File: src/inc/asrc_pkg.sv
// Package for the host-side controller of a 128K x 8 asynchronous static memory.
// Assumes a 100 MHz controller clock; all pin timing is counted in its cycles.
package asrc_pkg;
  localparam int unsigned CLK_PERIOD_PS = 10000;
  localparam int unsigned ADDR_W = 17;
  localparam int unsigned DATA_W = 8;
  localparam int unsigned MEM_WORDS = 131072;

  // Pin timing in picoseconds, as printed in ns times 1000
  localparam int unsigned T_READ_CYCLE_PS = 10000;
  localparam int unsigned T_WRITE_CYCLE_PS = 10000;
  localparam int unsigned T_ADDR_ACCESS_PS = 10000;
  localparam int unsigned T_WRITE_PULSE_PS = 9000;
  localparam int unsigned T_DATA_SETUP_PS = 5000;
  localparam int unsigned T_BUS_TURN_PS = 5000;

  function automatic int unsigned asrc_cyc_min(input int unsigned t_ps);
    int unsigned n;
    n = (t_ps + CLK_PERIOD_PS - 1) / CLK_PERIOD_PS;
    return (n < 1) ? 1 : n;
  endfunction

  // Access counts; one extra cycle covers the synchronous capture of data pins
  localparam int unsigned RD_CYC = asrc_cyc_min(T_ADDR_ACCESS_PS) + 1;
  localparam int unsigned WR_CYC = asrc_cyc_min(T_WRITE_PULSE_PS);
  localparam int unsigned TURN_CYC = asrc_cyc_min(T_BUS_TURN_PS);
  localparam int unsigned CYC_MIN = asrc_cyc_min(T_READ_CYCLE_PS);
  localparam int unsigned CNT_W = 4;
  localparam logic [CNT_W-1:0] CNT_ZERO = 4'h0;
  localparam logic [CNT_W-1:0] CNT_ONE = 4'h1;
  localparam logic [CNT_W-1:0] RD_CNT = CNT_W'(RD_CYC);
  localparam logic [CNT_W-1:0] WR_CNT = CNT_W'(WR_CYC);
  localparam logic [CNT_W-1:0] TURN_CNT = CNT_W'(TURN_CYC);

  // Write loop steps one bit at a time; a three-state read loop cannot close in Gray
  typedef enum logic [2:0]
  {
    ST_IDLE = 3'h0,
    ST_RD = 3'h4,
    ST_WR_SETUP = 3'h1,
    ST_WR_PULSE = 3'h3,
    ST_WR_END = 3'h2,
    ST_TURN = 3'h5
  } asrc_state_t;
endpackage

File: src/rtl/asrc_ctrl.sv
// Host controller driving a 128K x 8 asynchronous SRAM through its pins.
// Assumes pin inputs are synchronous to i_mclk and the board delay is small against 10 ns.
//
// Behaviour
// - Reads hold write strobe high with chip select and output enable low.
// - Writes happen only while chip select and write strobe are both low.
// - Read cycle lasts at least 10 ns from address valid to change.
// - Write cycle lasts at least 10 ns from address valid to change.
// - Address valid 9 ns before strobe end; strobe low at least 9 ns.
// - Write data set up 5 ns before write end, held 0 ns after.
// - Chip select low 8 ns before write end, address valid 8 ns before.
// - Controller avoids driving the data bus while the memory drives it.
`timescale 1ns/10ps
module asrc_ctrl
(
  // Clock, reset, enable
  input wire logic i_mclk,
  input wire logic i_reset_n,
  input wire logic i_ce,
  // User request
  input wire logic i_req,
  input wire logic i_we,
  input wire logic [asrc_pkg::ADDR_W-1:0] i_addr,
  input wire logic [asrc_pkg::DATA_W-1:0] i_wdata,
  output logic o_ready,
  output logic o_rvalid,
  output logic [asrc_pkg::DATA_W-1:0] o_rdata,
  // Memory pins
  output logic [asrc_pkg::ADDR_W-1:0] o_addr_in,
  output logic o_cs_n,
  output logic o_we_n,
  output logic o_oe_n,
  input wire logic [asrc_pkg::DATA_W-1:0] i_data_io,
  output logic [asrc_pkg::DATA_W-1:0] o_data_io,
  output logic o_data_io_oe
);

  ////////////////////////////////////////////////////////////////////////////
  asrc_pkg::asrc_state_t state_reg;
  logic [asrc_pkg::CNT_W-1:0] cnt_reg;
  logic cnt_done;

  assign cnt_done = (cnt_reg == asrc_pkg::CNT_ONE);

  // One down-count step, shared by every counting phase
  function automatic logic [asrc_pkg::CNT_W-1:0] cnt_dec(input logic [asrc_pkg::CNT_W-1:0] c);
    return c - asrc_pkg::CNT_ONE;
  endfunction

  always_ff @(posedge i_mclk)
  begin
    if (!i_reset_n)
    begin
      state_reg <= asrc_pkg::ST_IDLE;
      cnt_reg <= asrc_pkg::CNT_ZERO;
    end
    else if (i_ce)
    begin
      unique case (state_reg)
        asrc_pkg::ST_IDLE:
        begin
          if (i_req && i_we)
          begin
            state_reg <= asrc_pkg::ST_WR_SETUP;
          end
          else if (i_req)
          begin
            state_reg <= asrc_pkg::ST_RD;
            cnt_reg <= asrc_pkg::RD_CNT;
          end
        end
        asrc_pkg::ST_RD:
        begin
          cnt_reg <= cnt_dec(cnt_reg);
          if (cnt_done)
          begin
            state_reg <= asrc_pkg::ST_TURN;
            cnt_reg <= asrc_pkg::TURN_CNT;
          end
        end
        asrc_pkg::ST_WR_SETUP:
        begin
          state_reg <= asrc_pkg::ST_WR_PULSE;
          cnt_reg <= asrc_pkg::WR_CNT;
        end
        asrc_pkg::ST_WR_PULSE:
        begin
          cnt_reg <= cnt_dec(cnt_reg);
          if (cnt_done)
          begin
            state_reg <= asrc_pkg::ST_WR_END;
          end
        end
        asrc_pkg::ST_WR_END:
        begin
          state_reg <= asrc_pkg::ST_IDLE;
        end
        asrc_pkg::ST_TURN:
        begin
          cnt_reg <= cnt_dec(cnt_reg);
          if (cnt_done)
          begin
            state_reg <= asrc_pkg::ST_IDLE;
          end
        end
        default:
        begin
          state_reg <= asrc_pkg::ST_IDLE;
        end
      endcase
    end
  end

  ////////////////////////////////////////////////////////////////////////////
  // Pin controls; select and strobes are all registered so no glitches reach the pins
  always_ff @(posedge i_mclk)
  begin
    if (!i_reset_n)
    begin
      o_cs_n <= 1'b1;
      o_we_n <= 1'b1;
      o_oe_n <= 1'b1;
      o_data_io_oe <= 1'b0;
      o_addr_in <= '0;
      o_data_io <= '0;
    end
    else if (i_ce)
    begin
      unique case (state_reg)
        asrc_pkg::ST_IDLE:
        begin
          if (i_req)
          begin
            // Address and data change only here, outside the strobe
            o_addr_in <= i_addr;
            o_data_io <= i_wdata;
            o_cs_n <= 1'b0;
            o_oe_n <= i_we;
            o_we_n <= 1'b1;
            o_data_io_oe <= 1'b0;
          end
        end
        asrc_pkg::ST_RD:
        begin
          if (cnt_done)
          begin
            o_cs_n <= 1'b1;
            o_oe_n <= 1'b1;
          end
        end
        asrc_pkg::ST_WR_SETUP:
        begin
          // Output enable is already high, so memory pins float before we drive
          o_we_n <= 1'b0;
          o_data_io_oe <= 1'b1;
        end
        asrc_pkg::ST_WR_PULSE:
        begin
          if (cnt_done)
          begin
            o_we_n <= 1'b1;
          end
        end
        asrc_pkg::ST_WR_END:
        begin
          // Select rises after strobe, data released one cycle after strobe end
          o_cs_n <= 1'b1;
          o_data_io_oe <= 1'b0;
        end
        asrc_pkg::ST_TURN:
        begin
          o_cs_n <= 1'b1;
        end
        default:
        begin
          o_cs_n <= 1'b1;
          o_we_n <= 1'b1;
          o_oe_n <= 1'b1;
          o_data_io_oe <= 1'b0;
        end
      endcase
    end
  end

  ////////////////////////////////////////////////////////////////////////////
  // User handshake and read capture
  always_ff @(posedge i_mclk)
  begin
    if (!i_reset_n)
    begin
      o_ready <= 1'b0;
      o_rvalid <= 1'b0;
      o_rdata <= '0;
    end
    else if (i_ce)
    begin
      o_rvalid <= 1'b0;
      // Ready is advisory; a request is only ever taken in IDLE
      o_ready <= (state_reg == asrc_pkg::ST_IDLE && !i_req) ||
                 (state_reg == asrc_pkg::ST_WR_END) ||
                 (state_reg == asrc_pkg::ST_TURN && cnt_done);
      if (state_reg == asrc_pkg::ST_RD && cnt_done)
      begin
        o_rdata <= i_data_io;
        o_rvalid <= 1'b1;
      end
    end
  end

endmodule

File: config.mk
export PLATFORM = sky130hd
export DESIGN_NAME = asrc_ctrl
export DESIGN_NICKNAME = d
export VERILOG_FILES = /design/src/inc/asrc_pkg.sv /design/src/rtl/asrc_ctrl.sv
export SDC_FILE = /design/constraint.sdc
export NUM_CORES = 1
export LEC_CHECK = 0
export ABC_AREA = 1
export BUFFER_PORTS_ARGS = -buffer_cell sky130_fd_sc_hd__buf_2
export CAP_MARGIN = 20
export CORE_ASPECT_RATIO = 1.1
export CORE_MARGIN = 2
export CORE_UTILIZATION = 48
export CTS_CLUSTER_DIAMETER = 200
export DETAILED_ROUTE_END_ITERATION = 6
export PLACE_DENSITY = 0.82
export SETUP_SLACK_MARGIN = 0.3
export SYNTH_ARGS = -nofsm -noshare
export SYNTH_HDL_FRONTEND = slang
export SYNTH_SLANG_ARGS = --single-unit
File: constraint.sdc
create_clock -name i_mclk -period 1.4 [get_ports i_mclk]
set_clock_uncertainty 0.05 [all_clocks]
set_input_delay 0.07 -clock i_mclk [delete_from_list [all_inputs] [get_ports i_mclk]]
set_output_delay 0.07 -clock i_mclk [all_outputs]
set_load 0.02 [all_outputs]
==> results_dict.tcl <==
set metrics [dict create \
    drv_slew 0 \
    switching_share_pct 35.2 \
    synth-edff-count 0 \
    clkSlewWorstSetupHoldPaths_ns 0.09 \
    core_um2 4020 \
    end_kind "flip-flop" \
    worst-r2r-cell-count 6 \
    syn_avg_cell_area_um2 7.59 \
    io_pins 77 \
    reg2reg_slack_ns -0.02 \
    yosys.area_share.simple_pct 22.2 \
    route.detailed.drc 0 \
    tightest_slew_ns 0.419 \
    final_hold_viol_count 1 \
    drtIter0Drc 168 \
    power_frac_clock_pct 25.7 \
    synthCells 270 \
    layoutNonFillerInstCount 448 \
    dieArea_um2 4810 \
    holdWs_ns -0.00763 \
    cp_data_arrival_time_ns 1.58 \
    cp_data_required_time_ns 1.55 \
    fill_cells 238 \
    antenna_cells 0 \
    power_density_nw_per_um2 1150 \
    setup_ws_ns -0.0226 \
    vdd_drop_max_v 0.000689 \
    grt_overflow 0 \
    largest-register "o_addr_in" \
    multi_input_area_um2 1030 \
    violations "hold timing, setup timing" \
    cts_tree "done" \
    worstPathCellList "buf_12 > nand2_8 > nor2_4 > nand3_4 > o21ai_1 > nor2_1" \
    p_leak_uw 0.00147 \
    worst_skew_pair.late_latency_ns 0.31 \
    die_w_um 66.3 \
    post-place-ws_ns 0.0608 \
    synth_top_cell_by_area "dfxtp_1" \
    whs_path_depth 3 \
    combPwrFrac_pct 33.3 \
    grt_pass1_wl_um 10100 \
    reg2reg_from "state_reg[2]$_SDFFE_PN0P_" \
    synth-seq-area-share_pct 44.9 \
    ys_ff_latch 46 \
    fin_crit_sh_pct 102 \
    cts_max_level 2 \
    wirelength_um 7350 \
    cap_viol_max_count 0 \
    synthTopCellsByCount "dfxtp_1 (46), inv_1 (40), a21oi_1 (33), nand2_1 (28)" \
    critPathKind "flip-flop to flip-flop" \
    p_int_uw 2410 \
    fin_nets 435 \
    relSlewSlack_pct 72.1 \
    cpPeakStageDelay_ns 0.42 \
    max_freq_ghz 0.703 \
    gp_congestion 0.955 \
    start_util_pct 50.9 \
    synth-async-reset-ratio_pct 0 \
    setup_viol_count_final 3 \
    synth_fp_nets 310 \
    synth.top_cell.area_share_pct 44.9 \
    register_area_um2 932 \
    wire_per_inst_um 16.4 \
    grt_pass1_vias 2284 \
    grt_max_degree 22 \
    synth_top_family_by_area "simple AND/OR/NAND/NOR gates" \
    numPortBuffers 76 \
    critPathLaunchType "flip-flop" \
    hold_end "o_addr_in[7]$_SDFFE_PN0P_" \
    synth_most_common_cell "dfxtp_1" \
    first_pass_iters 4 \
    placementRows 24 \
    synth_top_flop_cell "dfxtp_1" \
    reg.largest.list "o_addr_in: 17 flops, o_data_io: 8 flops, o_rdata: 8 flops" \
    synth_warnings 0 \
    min_from "i_addr[7]" \
    largest_register_ffs 17 \
    syn_to_final_growth_pct 57.6 \
    die_y_um 72.5 \
    period_needed_ns 1.42 \
    p_sw_uw 1310 \
    synth-xor-area-share_pct 0 \
    synth_cell_types 24 \
    crit_fanout 10 \
    cts_buffers 5 \
    status "finished, violations left" \
    grt_util_all_layers_pct 27.3 \
    rsz0062_at_grt "yes" \
    cts_sinks 46 \
    hold_path_class "input pin to flip-flop" \
    ant_nets 0 \
    antenna_found_initial 0 \
    cts-root-buf "clkbuf_8" \
    synth_fa_ha_area_share_pct 1.22 \
    seq_power_share_pct 41.0 \
    crit_slowest_cell "dfxtp_4" \
    synth.area.top_cells "dfxtp_1 (45%), a21oi_1 (8.1%), inv_1 (7.3%)" \
    num_vias 2357 \
    yosys-mux-area-fraction_pct 0 \
    via_per_inst 5.26 \
    dp.cells 395 \
    r2r-end "o_rdata[4]$_SDFFE_PN0P_" \
    dp_hpwl_um 3660 \
    fin_total_pwr_uw 3720 \
    synth-compound-area-share_pct 19.4 \
    clk_path_buf_depth 2 \
    drive_gt1_share_pct 41.9 \
    syn-cell-area_um2 2050 \
]
-- worst max-delay path: cells and delay by family, from the launching register on --
family	cells	cell delay, ns
simple gates	4	0.52
flops	1	0.42
compound gates	1	0.21
buf+inv	1	0.12
-- kinds of logic (layout without fill, tap and decap cells) --
logic type	after synthesis	after routing
buffers and inverters	56	182
DFF	46	46
AOI/OAI and AO/OA	78	78
adders and majority gates	2	2
and+or+nand+nor	88	88
-- layout by cell type (no fill, tap or decap), types with 5 or more instances in the layout --
master / instances
buf_2: 76
dfxtp_1: 41
inv_1: 38
o21ai_1: 30
dlygate4sd3_1: 29
a21oi_1: 27
nand2_1: 24
nor2_1: 23
buf_4: 16
nand2_2: 10
nand3_1: 9
a21oi_2: 8
o21ai_2: 7
nor2_4: 5
clkbuf_8: 5
-- through the flow --
stage / TNS (ns) / utilization (%) / area, µm²
after floorplan: 0 / - / 2100
after global placement: 0 / 63.1 / 2540
after detailed placement: 0 / 63.1 / 2540
after CTS: 0 / 76.7 / 3090
after global routing: -0.479 / 80.3 / 3230
final: -0.0259 / 80.3 / 3230
-- layer usage --
metal / vias up / wire [µm] / track usage [%]
met5: - / 0 / 0
met3: 37 / 413 / 5.43
li1: 1118 / - / -
met4: 0 / 335 / 13.6
met1: 1094 / 2740 / 29.5
met2: 108 / 3860 / 49.9
-- worst max-delay path by stage --
stage	startpoint	end	slack (ns)
floorplan	state_reg[0]$_SDFFE_PN0P_	o_addr_in[10]$_SDFFE_PN0P_	0.22
global placement	state_reg[0]$_SDFFE_PN0P_	state_reg[0]$_SDFFE_PN0P_	0.09
detailed placement	state_reg[0]$_SDFFE_PN0P_	cnt_reg[1]$_SDFFE_PN0P_	0.06
CTS	state_reg[2]$_SDFFE_PN0P_	o_rdata[5]$_SDFFE_PN0P_	0.08
global route	state_reg[2]$_SDFFE_PN0P_	o_rdata[4]$_SDFFE_PN0P_	-0.08
finish	state_reg[2]$_SDFFE_PN0P_	o_rdata[4]$_SDFFE_PN0P_	-0.02
-- power by group through the flow --
stage | logic, µW | registers (µW) | clock network (µW)
after floorplan | 513 | 1650 | 0
after detailed placement | 889 | 1540 | 0
after global placement | 866 | 1540 | 0
after global routing | 1320 | 1540 | 1000
final | 1240 | 1520 | 956
after CTS | 1070 | 1510 | 946
-- layout make-up --
cell class / instances / area share [%]
timing repair buffer: 128 / 28.0
tap: 52 / 2.01
clock inverter: 2 / 0.426
inverter: 46 / 5.93
multi-input combinational: 168 / 31.9
sequential: 46 / 28.9
clock buffer: 6 / 2.91
-- repair_timing --
item,in CTS,in global routing
gates cloned,1,0
resized for setup,17,25
pin swaps,9,4
hold endpoints to repair,29,0
buffers inserted,8,7
hold buffers,29,0
endpoints found under the setup margin,46,46
Power figures use the tool's default switching activity.
